[config.mk]
export PLATFORM = sky130hd
export DESIGN_NAME = qtcp_config_port
export DESIGN_NICKNAME = d
export VERILOG_FILES = /design/src/verilog/qtcp_bank.v /design/src/verilog/qtcp_config_port.v
export VERILOG_INCLUDE_DIRS = /design/src /design/src/verilog
export SDC_FILE = /design/constraint.sdc
export NUM_CORES = 1
export LEC_CHECK = 0
export BUFFER_PORTS_ARGS = -buffer_cell sky130_fd_sc_hd__buf_2
export CAP_MARGIN = 40
export CORE_MARGIN = 5
export CORE_UTILIZATION = 35
export CTS_CLUSTER_DIAMETER = 200
export DETAILED_ROUTE_END_ITERATION = 8
export PLACE_DENSITY_LB_ADDON = 0.12
export SLEW_MARGIN = 15
export SYNTH_ARGS = -nofsm -noshare
export SYNTH_HDL_FRONTEND = slang
export SYNTH_SLANG_ARGS = --single-unit
[constraint.sdc]
create_clock -name clock -period 3.7 [get_ports clock]
set_input_delay 0.555 -clock clock [delete_from_list [all_inputs] [get_ports clock]]
set_output_delay 0.555 -clock clock [all_outputs]
set_load 0.1 [all_outputs]
[src/verilog/qtcp_map.vh]
`ifndef QTCP_MAP_VH
`define QTCP_MAP_VH

// register byte offsets on the bus
`define QTCP_OFF_CTRL      8'h00
`define QTCP_OFF_DATA      8'h04
`define QTCP_OFF_VALID     8'h08

// control register field positions
`define QTCP_CTRL_BANK_BIT 7
`define QTCP_CTRL_LH_BIT   4
`define QTCP_CTRL_IDX_MSB  3
`define QTCP_CTRL_IDX_LSB  0

// list entry field positions
`define QTCP_LIST_DIFFERENTIAL_FLAG_BIT 4
`define QTCP_LIST_CH_MSB   3

// storage sizes
`define QTCP_ENTRIES       16
`define QTCP_IDX_W         4
`define QTCP_THR_W         10
`define QTCP_LIST_W        5
`define QTCP_PORT_W        16

// channel code limits
`define QTCP_CH_MAX_BOTH   4'h7
`define QTCP_CH_MAX_SE     4'hC

// reset values
`define QTCP_RST_CTRL      16'h0000
`define QTCP_RST_ENTRY     16'h0000

// bus responses
`define QTCP_RESP_OKAY     2'h0
`define QTCP_RESP_DECERR   2'h3

`endif

[src/verilog/qtcp_bank.v]
`timescale 1ns/10ps
`default_nettype none
`include "qtcp_map.vh"

module qtcp_bank #(
    parameter WIDTH   = 10,
    parameter ENTRIES = 16,
    parameter IDX_W   = 4
) (
    input  wire                     clock,
    input  wire                     arst_n,
    input  wire                     wr_en,
    input  wire [IDX_W-1:0]         idx,
    input  wire [WIDTH-1:0]         wr_data,
    output wire [WIDTH-1:0]         rd_data,
    output wire [WIDTH*ENTRIES-1:0] all_flat
);

    // reset word cut to the entry width
    localparam [15:0] RST_WORD = `QTCP_RST_ENTRY;

    reg [WIDTH-1:0] mem_q [0:ENTRIES-1];
    integer         i;
    genvar          g;

    // entry storage, cleared at reset
    always @(posedge clock or negedge arst_n) begin
        if (!arst_n) begin
            for (i = 0; i < ENTRIES; i = i + 1) begin
                mem_q[i] <= RST_WORD[WIDTH-1:0];
            end
        end else if (wr_en) begin
            mem_q[idx] <= wr_data;
        end
    end

    // selected entry and flat view for the comparison engine
    assign rd_data = mem_q[idx];
    generate
        for (g = 0; g < ENTRIES; g = g + 1) begin : g_flat
            assign all_flat[g*WIDTH +: WIDTH] = mem_q[g];
        end
    endgenerate

endmodule

`default_nettype wire

[src/verilog/qtcp_config_port.v]
// The AXI4-Lite slave port and the register offsets were chosen for this implementation.
`timescale 1ns/10ps
`default_nettype none
`include "qtcp_map.vh"

// Summary of operation
// - bank select zero reaches threshold banks
// - bank select one reaches list bank
// - low/high zero picks indexed low threshold
// - low/high one picks indexed high threshold
// - thresholds keep 10 bits, upper read zero
// - selects plus index address every data access
// - list bit 4 marks channel differential
// - index advances after each data access
// - each bank holds sixteen indexed entries
// - codes 8 to 12 single-ended only
module qtcp_config_port #(
    parameter ADDR_W  = 8,
    parameter ENTRIES = 16
) (
    input  wire                   clock,
    input  wire                   arst_n,
    input  wire [ADDR_W-1:0]      s_axi_awaddr,
    input  wire                   s_axi_awvalid,
    output wire                   s_axi_awready,
    input  wire [31:0]            s_axi_wdata,
    input  wire [3:0]             s_axi_wstrb,
    input  wire                   s_axi_wvalid,
    output wire                   s_axi_wready,
    output wire [1:0]             s_axi_bresp,
    output wire                   s_axi_bvalid,
    input  wire                   s_axi_bready,
    input  wire [ADDR_W-1:0]      s_axi_araddr,
    input  wire                   s_axi_arvalid,
    output wire                   s_axi_arready,
    output wire [31:0]            s_axi_rdata,
    output wire [1:0]             s_axi_rresp,
    output wire                   s_axi_rvalid,
    input  wire                   s_axi_rready,
    output wire [10*ENTRIES-1:0]  low_thr_flat,
    output wire [10*ENTRIES-1:0]  high_thr_flat,
    output wire [5*ENTRIES-1:0]   list_flat,
    output reg  [ENTRIES-1:0]     list_valid_q
);

    reg  [ADDR_W-1:0]          aw_addr_q;
    reg                        aw_ok_q;
    reg  [15:0]                wdata_q;
    reg  [1:0]                 wstrb_q;
    reg                        w_ok_q;
    reg                        bvalid_q;
    reg  [1:0]                 bresp_q;
    reg                        rvalid_q;
    reg  [1:0]                 rresp_q;
    reg  [31:0]                rdata_q;
    reg                        bank_sel_q;
    reg                        lh_sel_q;
    reg  [`QTCP_IDX_W-1:0]     idx_q;
    wire                       wr_go;
    wire                       rd_go;
    wire                       wr_ctrl;
    wire                       wr_data;
    wire                       rd_ctrl;
    wire                       rd_data;
    wire                       rd_valid;
    wire [15:0]                ctrl_view;
    reg  [15:0]                data_view;
    wire [15:0]                strb_mask;
    wire [15:0]                merged;
    wire [`QTCP_THR_W-1:0]     low_rd;
    wire [`QTCP_THR_W-1:0]     high_rd;
    wire [`QTCP_LIST_W-1:0]    list_rd;
    wire                       low_we;
    wire                       high_we;
    wire                       list_we;
    reg  [ENTRIES-1:0]         valid_d;
    integer                    k;

    // channel code legal for its mode
    function chan_ok;
        input       differential_flag;
        input [3:0] ch;
        begin
            chan_ok = (ch <= `QTCP_CH_MAX_BOTH) || (!differential_flag && ch <= `QTCP_CH_MAX_SE);
        end
    endfunction

    // word-aligned address match
    function addr_is;
        input [ADDR_W-1:0] addr;
        input [7:0]        off;
        begin
            addr_is = ({addr[ADDR_W-1:2], 2'b00} == off[ADDR_W-1:0]);
        end
    endfunction

    // bus handshakes; reads wait while a write executes
    assign s_axi_awready = !aw_ok_q;
    assign s_axi_wready  = !w_ok_q;
    assign wr_go         = aw_ok_q && w_ok_q && !bvalid_q;
    assign s_axi_arready = !rvalid_q && !wr_go;
    assign rd_go         = s_axi_arvalid && s_axi_arready;
    assign s_axi_bvalid  = bvalid_q;
    assign s_axi_bresp   = bresp_q;
    assign s_axi_rvalid  = rvalid_q;
    assign s_axi_rresp   = rresp_q;
    assign s_axi_rdata   = rdata_q;

    // decode
    assign wr_ctrl  = wr_go && addr_is(aw_addr_q, `QTCP_OFF_CTRL);
    assign wr_data  = wr_go && addr_is(aw_addr_q, `QTCP_OFF_DATA);
    assign rd_ctrl  = addr_is(s_axi_araddr, `QTCP_OFF_CTRL);
    assign rd_data  = addr_is(s_axi_araddr, `QTCP_OFF_DATA);
    assign rd_valid = addr_is(s_axi_araddr, `QTCP_OFF_VALID);

    // control register image
    assign ctrl_view = {8'h00, bank_sel_q, 2'b00, lh_sel_q, idx_q};

    // data port view of the addressed entry
    always @* begin
        data_view = 16'h0000;
        if (bank_sel_q) begin
            data_view = {11'h000, list_rd};
        end else if (lh_sel_q) begin
            data_view = {6'h00, high_rd};
        end else begin
            data_view = {6'h00, low_rd};
        end
    end

    // byte-strobe merge into the current view
    assign strb_mask = {{8{wstrb_q[1]}}, {8{wstrb_q[0]}}};
    assign merged    = (data_view & ~strb_mask) | (wdata_q & strb_mask);

    // bank write enables from the selects
    assign low_we  = wr_data && !bank_sel_q && !lh_sel_q;
    assign high_we = wr_data && !bank_sel_q && lh_sel_q;
    assign list_we = wr_data && bank_sel_q;

    // write address and data capture, response
    always @(posedge clock or negedge arst_n) begin
        if (!arst_n) begin
            aw_addr_q <= {ADDR_W{1'b0}};
            aw_ok_q   <= 1'b0;
            wdata_q   <= 16'h0000;
            wstrb_q   <= 2'b00;
            w_ok_q    <= 1'b0;
            bvalid_q  <= 1'b0;
            bresp_q   <= `QTCP_RESP_OKAY;
        end else begin
            if (s_axi_awvalid && s_axi_awready) begin
                aw_addr_q <= s_axi_awaddr;
                aw_ok_q   <= 1'b1;
            end
            if (s_axi_wvalid && s_axi_wready) begin
                wdata_q <= s_axi_wdata[15:0];
                wstrb_q <= s_axi_wstrb[1:0];
                w_ok_q  <= 1'b1;
            end
            if (wr_go) begin
                aw_ok_q  <= 1'b0;
                w_ok_q   <= 1'b0;
                bvalid_q <= 1'b1;
                bresp_q  <= (wr_ctrl || wr_data || addr_is(aw_addr_q, `QTCP_OFF_VALID)) ?
                            `QTCP_RESP_OKAY : `QTCP_RESP_DECERR;
            end else if (bvalid_q && s_axi_bready) begin
                bvalid_q <= 1'b0;
            end
        end
    end

    // read response
    always @(posedge clock or negedge arst_n) begin
        if (!arst_n) begin
            rvalid_q <= 1'b0;
            rresp_q  <= `QTCP_RESP_OKAY;
            rdata_q  <= 32'h0000_0000;
        end else if (rd_go) begin
            rvalid_q <= 1'b1;
            rresp_q  <= (rd_ctrl || rd_data || rd_valid) ? `QTCP_RESP_OKAY : `QTCP_RESP_DECERR;
            if (rd_ctrl) begin
                rdata_q <= {16'h0000, ctrl_view};
            end else if (rd_data) begin
                rdata_q <= {16'h0000, data_view};
            end else if (rd_valid) begin
                rdata_q <= {{(32-ENTRIES){1'b0}}, list_valid_q};
            end else begin
                rdata_q <= 32'h0000_0000;
            end
        end else if (rvalid_q && s_axi_rready) begin
            rvalid_q <= 1'b0;
        end
    end

    // control fields; data access steps the index
    always @(posedge clock or negedge arst_n) begin
        if (!arst_n) begin
            bank_sel_q <= 1'b0;
            lh_sel_q   <= 1'b0;
            idx_q      <= {`QTCP_IDX_W{1'b0}};
        end else if (wr_ctrl) begin
            if (wstrb_q[0]) begin
                bank_sel_q <= wdata_q[`QTCP_CTRL_BANK_BIT];
                lh_sel_q   <= wdata_q[`QTCP_CTRL_LH_BIT];
                idx_q      <= wdata_q[`QTCP_CTRL_IDX_MSB:`QTCP_CTRL_IDX_LSB];
            end
        end else if (wr_data || (rd_go && rd_data)) begin
            idx_q <= idx_q + 4'h1;
        end
    end

    // per-entry channel legality for the comparison engine
    always @* begin
        valid_d = {ENTRIES{1'b0}};
        for (k = 0; k < ENTRIES; k = k + 1) begin
            valid_d[k] = chan_ok(list_flat[k*5 + `QTCP_LIST_DIFFERENTIAL_FLAG_BIT],
                                 list_flat[k*5 +: 4]);
        end
    end

    always @(posedge clock or negedge arst_n) begin
        if (!arst_n) begin
            list_valid_q <= {ENTRIES{1'b1}};
        end else begin
            list_valid_q <= valid_d;
        end
    end

    // three sixteen-entry banks
    qtcp_bank #(
        .WIDTH   (`QTCP_THR_W),
        .ENTRIES (ENTRIES),
        .IDX_W   (`QTCP_IDX_W)
    ) u_low (
        .clock    (clock),
        .arst_n   (arst_n),
        .wr_en    (low_we),
        .idx      (idx_q),
        .wr_data  (merged[`QTCP_THR_W-1:0]),
        .rd_data  (low_rd),
        .all_flat (low_thr_flat)
    );

    qtcp_bank #(
        .WIDTH   (`QTCP_THR_W),
        .ENTRIES (ENTRIES),
        .IDX_W   (`QTCP_IDX_W)
    ) u_high (
        .clock    (clock),
        .arst_n   (arst_n),
        .wr_en    (high_we),
        .idx      (idx_q),
        .wr_data  (merged[`QTCP_THR_W-1:0]),
        .rd_data  (high_rd),
        .all_flat (high_thr_flat)
    );

    qtcp_bank #(
        .WIDTH   (`QTCP_LIST_W),
        .ENTRIES (ENTRIES),
        .IDX_W   (`QTCP_IDX_W)
    ) u_list (
        .clock    (clock),
        .arst_n   (arst_n),
        .wr_en    (list_we),
        .idx      (idx_q),
        .wr_data  (merged[`QTCP_LIST_W-1:0]),
        .rd_data  (list_rd),
        .all_flat (list_flat)
    );

endmodule

`default_nettype wire

==> results.ini <==
[routing]
remaining_drc_errors=0
drt-vias-per-instance=5.40
top_layer_used=met5
detailedRoute.firstIterationViolations=1453
drt-pass1-iter-count=5
routed_wl_um=89000
final_antenna_net_count=0
route.layer.met1.wl_um=36700
met2_length_um=41700
vias=18100
wl_per_cell_um=26.6
met3WireLength_um=7760

[critical_path]
cp_max_fo=22
critPathLaunchType=flop
timing.critical_path.cells=buf_4 > ha_1 > buf_4 > inv_1 > nor2_1 > nand2_1 > nor2_1 > a21oi_1
timing.critical_path.slowest_stage_cell=sky130_fd_sc_hd__dfrtp_4
worst_path_largest_cell_delay_ns=0.63
critPathRequiredTime_ns=4.17
setup.worst_path.end_class=flop
crit_arrival_ns=3.79
timing.setup.critical_path_class=reg -> reg
worst_path_buffer_plus_inverter_count=3
worst_path_dominant_cell_family=simple AND/OR/NAND/NOR gates

[synth]
synthesis.area_per_instance_um2=11.0
post_synth_num_cell_types=72
synth_largest_area_cell=sky130_fd_sc_hd__dfrtp_1
synth_async_sr_flop_share=1.00
synth-seq-area-share=0.527
syn_area_um2=22000
syn_inst=2005
synth_flop_cell=sky130_fd_sc_hd__dfrtp_1
synth_area_leaders=sky130_fd_sc_hd__dfrtp_1 (51%), sky130_fd_sc_hd__mux4_2 (7.6%), sky130_fd_sc_hd__o21ai_0 (6.3%)
synth.ff_latch_count=462
yosysWarningCount=0
yosysTopAreaCellShare=0.508
synth_edf_count=0

[layout]
share_of_post_route_cells_with_drive_strength_above_1=0.327
fin_nets=2522
areaGrowthSynthToFinish_pct=23.6
n_fill_cell=5972
final_cell_count_no_fill=3345
final_util=0.439
final_standard_cell_area_without_fillers_um2=27200

[sta]
rsz0062_at_grt=false
tns_ns=0
finalCritPeriodShare=0.898
maxSlewHeadroom=0.428
fin_crit_ns=3.32
final-max-slew-violation-count=0
finClkSkew_ns=0.0281
max_freq_mhz=301
worstMarginPinSlew_ns=0.856
timing_hold_violations_final=0
setup_violations=0

[clock_tree]
ctsLongestPathBuffers=3
insertion_delay_ns=0.61
cts_resized=0
cts-root-buf=sky130_fd_sc_hd__clkbuf_16
clock_pin_slew_on_the_worst_setup_and_hold_paths_ns=0.06
numCtsBuffers=53
numClockSinks=462
level_count_of_the_clock_h_tree=2
tritoncts=yes

[power_and_ir_drop]
static-leakage-power_nw=13.6
power_per_cell_area_nw_per_um2=666
maximum_vdd_drop_uv=477

[floorplanning]
die_area_um2=67900
floorplan.die.width_um=261
start_util=0.355
ioPinCount=516
coreArea_um2=61900
die_height_um=261
placement_rows=91

[grt]
gr-usage-all-layers=0.255
grt_pass1_wl_um=129000
number_of_antenna_violations_at_the_first_check_in_global_routing=9
global_route.overflow_total=0
first_global_vias=17900
grt_start_max_net_pins=96

[hold_path]
hold_class=in -> reg

[placed_design]
placed_cells=3240
portBuffers=471
hpwl_um=66200
postPlaceCellArea_um2=25400
gp_congestion=0.851

[outcome]
run_status=finished, final reports clean

[flow_run]
drv_cap=0

-- where the power goes --
group          internal [W]  switching [W]  total, W
Sequential          0.00537       0.000445   0.00581
Clock               0.00305        0.00217   0.00523
Combinational       0.00169        0.00535   0.00705
-- flip-flops by register name, summed over array words and instances, names as in the netlist, 2 cells and up --
signal and count:
aw_addr_q 6, list_valid_q 16, u_high.all_flat 160, wstrb_q 2, s_axi_rdata 16, wdata_q 10, u_low.all_flat 160, u_list.all_flat 80
idx_q 4
-- kinds of logic (layout without fill, tap and decap cells) --
kind of cell    Yosys count  in the layout  synth area share
simple gates            554            554             0.109
compound gates          528            528             0.138
flops                   462            462             0.527
mux                     254            254             0.177
buf+inv                 202            684            0.0473
fa+ha+maj                 4              4           0.00228
other cells               1             22          0.000171
-- cells in the final DEF (no fill, tap or decap), types with 11 or more instances in the layout --
master / netlist / final
sky130_fd_sc_hd__nand2_1: 326 / 326
sky130_fd_sc_hd__o21a_1: 16 / 16
sky130_fd_sc_hd__clkbuf_16: 0 / 53
sky130_fd_sc_hd__dfstp_2: 16 / 16
sky130_fd_sc_hd__mux2_2: 38 / 38
sky130_fd_sc_hd__mux2i_1: 118 / 118
sky130_fd_sc_hd__nand3_1: 28 / 28
sky130_fd_sc_hd__a31oi_1: 47 / 44
sky130_fd_sc_hd__mux4_2: 74 / 74
sky130_fd_sc_hd__dfrtp_1: 446 / 443
sky130_fd_sc_hd__and3_1: 11 / 11
sky130_fd_sc_hd__a21oi_1: 99 / 99
sky130_fd_sc_hd__nor2_1: 106 / 105
sky130_fd_sc_hd__buf_2: 32 / 470
sky130_fd_sc_hd__conb_1: 1 / 16
sky130_fd_sc_hd__o21ai_1: 21 / 20
sky130_fd_sc_hd__inv_1: 15 / 15
sky130_fd_sc_hd__nor3_1: 16 / 15
sky130_fd_sc_hd__buf_4: 31 / 89
sky130_fd_sc_hd__mux4_1: 19 / 19
sky130_fd_sc_hd__and2_1: 12 / 12
sky130_fd_sc_hd__o21ai_0: 275 / 275
sky130_fd_sc_hd__clkbuf_8: 0 / 17
sky130_fd_sc_hd__clkbuf_1: 106 / 18
-- timing repair --
item                      in CTS  in global routing
hold buffers                   1                  0
hold endpoints to repair      62                  0
buffers inserted               0                  0
-- routing by layer --
layer  global-route usage  vias to the layer above
li1                     -                     8102
met1                0.343                     9111
met2                0.405                      709
met3               0.0753                      134
met4               0.0747                        6
met5                    0                        -
-- per-stage QoR --
| stage | power (W) | setup WS [ns] | hold WS, ns |
|---|---|---|---|
| 2_1_floorplan | 0.0105 | 0.545 | 0.259 |
| 3_3_place_gp | 0.0129 | 0.449 | 0.451 |
| 3_5_place_dp | 0.0130 | 0.426 | 0.455 |
| 4_1_cts | 0.0182 | 0.420 | 0.103 |
| 5_1_grt | 0.0187 | 0.198 | 0.130 |
| 6_report | 0.0181 | 0.378 | 0.127 |
-- worst paths after layout --
| path | from | endpoint | slack [ns] | depth (start not counted) |
|---|---|---|---|---|
| min in group asynchronous | arst_n | u_low.all_flat[131] | 0.53 | 2 |
| setup reg to reg | idx_q[1] | u_low.all_flat[104] | 0.38 | 8 |
| setup / recovery | idx_q[1] | u_low.all_flat[104] | 0.38 | 8 |
| max in group asynchronous | arst_n | list_valid_q[10] | 2.01 | 4 |
| hold reg to reg | s_axi_rdata[15] | s_axi_rdata[15] | 0.46 | 2 |
| hold / removal | s_axi_bready | s_axi_bvalid | 0.13 | 2 |
-- synthesized netlist by cell type, types with 5 or more instances --
cell type	count
sky130_fd_sc_hd__dfrtp_1	446
sky130_fd_sc_hd__nand2_1	326
sky130_fd_sc_hd__o21ai_0	275
sky130_fd_sc_hd__mux2i_1	118
sky130_fd_sc_hd__clkbuf_1	106
sky130_fd_sc_hd__nor2_1	106
sky130_fd_sc_hd__a21oi_1	99
sky130_fd_sc_hd__mux4_2	74
sky130_fd_sc_hd__a31oi_1	47
sky130_fd_sc_hd__mux2_2	38
sky130_fd_sc_hd__buf_2	32
sky130_fd_sc_hd__buf_4	31
sky130_fd_sc_hd__nand3_1	28
sky130_fd_sc_hd__o21ai_1	21
sky130_fd_sc_hd__mux4_1	19
sky130_fd_sc_hd__dfstp_2	16
sky130_fd_sc_hd__nor3_1	16
sky130_fd_sc_hd__o21a_1	16
sky130_fd_sc_hd__inv_1	15
sky130_fd_sc_hd__and2_1	12
sky130_fd_sc_hd__and3_1	11
sky130_fd_sc_hd__a32oi_1	9
sky130_fd_sc_hd__nor2b_1	9
sky130_fd_sc_hd__o211ai_1	9
sky130_fd_sc_hd__or3_1	9
sky130_fd_sc_hd__a221oi_1	8
sky130_fd_sc_hd__buf_6	8
sky130_fd_sc_hd__nand2b_1	8
sky130_fd_sc_hd__buf_1	5
sky130_fd_sc_hd__nand4_1	5
sky130_fd_sc_hd__o31ai_1	5
-- layout make-up --
| class | count | area [µm²] | share of cell area |
|---|---|---|---|
| Timing Repair Buffer | 570 | 3230 | 0.119 |
| Multi-Input combinational cell | 1356 | 9520 | 0.350 |
| Clock buffer | 88 | 1630 | 0.0599 |
| Antenna cell | 6 | 15.0 | 0.000553 |
| Tap cell | 837 | 1050 | 0.0385 |
| Sequential cell | 462 | 11600 | 0.427 |
| Inverter | 16 | 60.1 | 0.00221 |
| Clock inverter | 10 | 90.1 | 0.00332 |
Note: power is estimated with default switching activity, not from simulation.
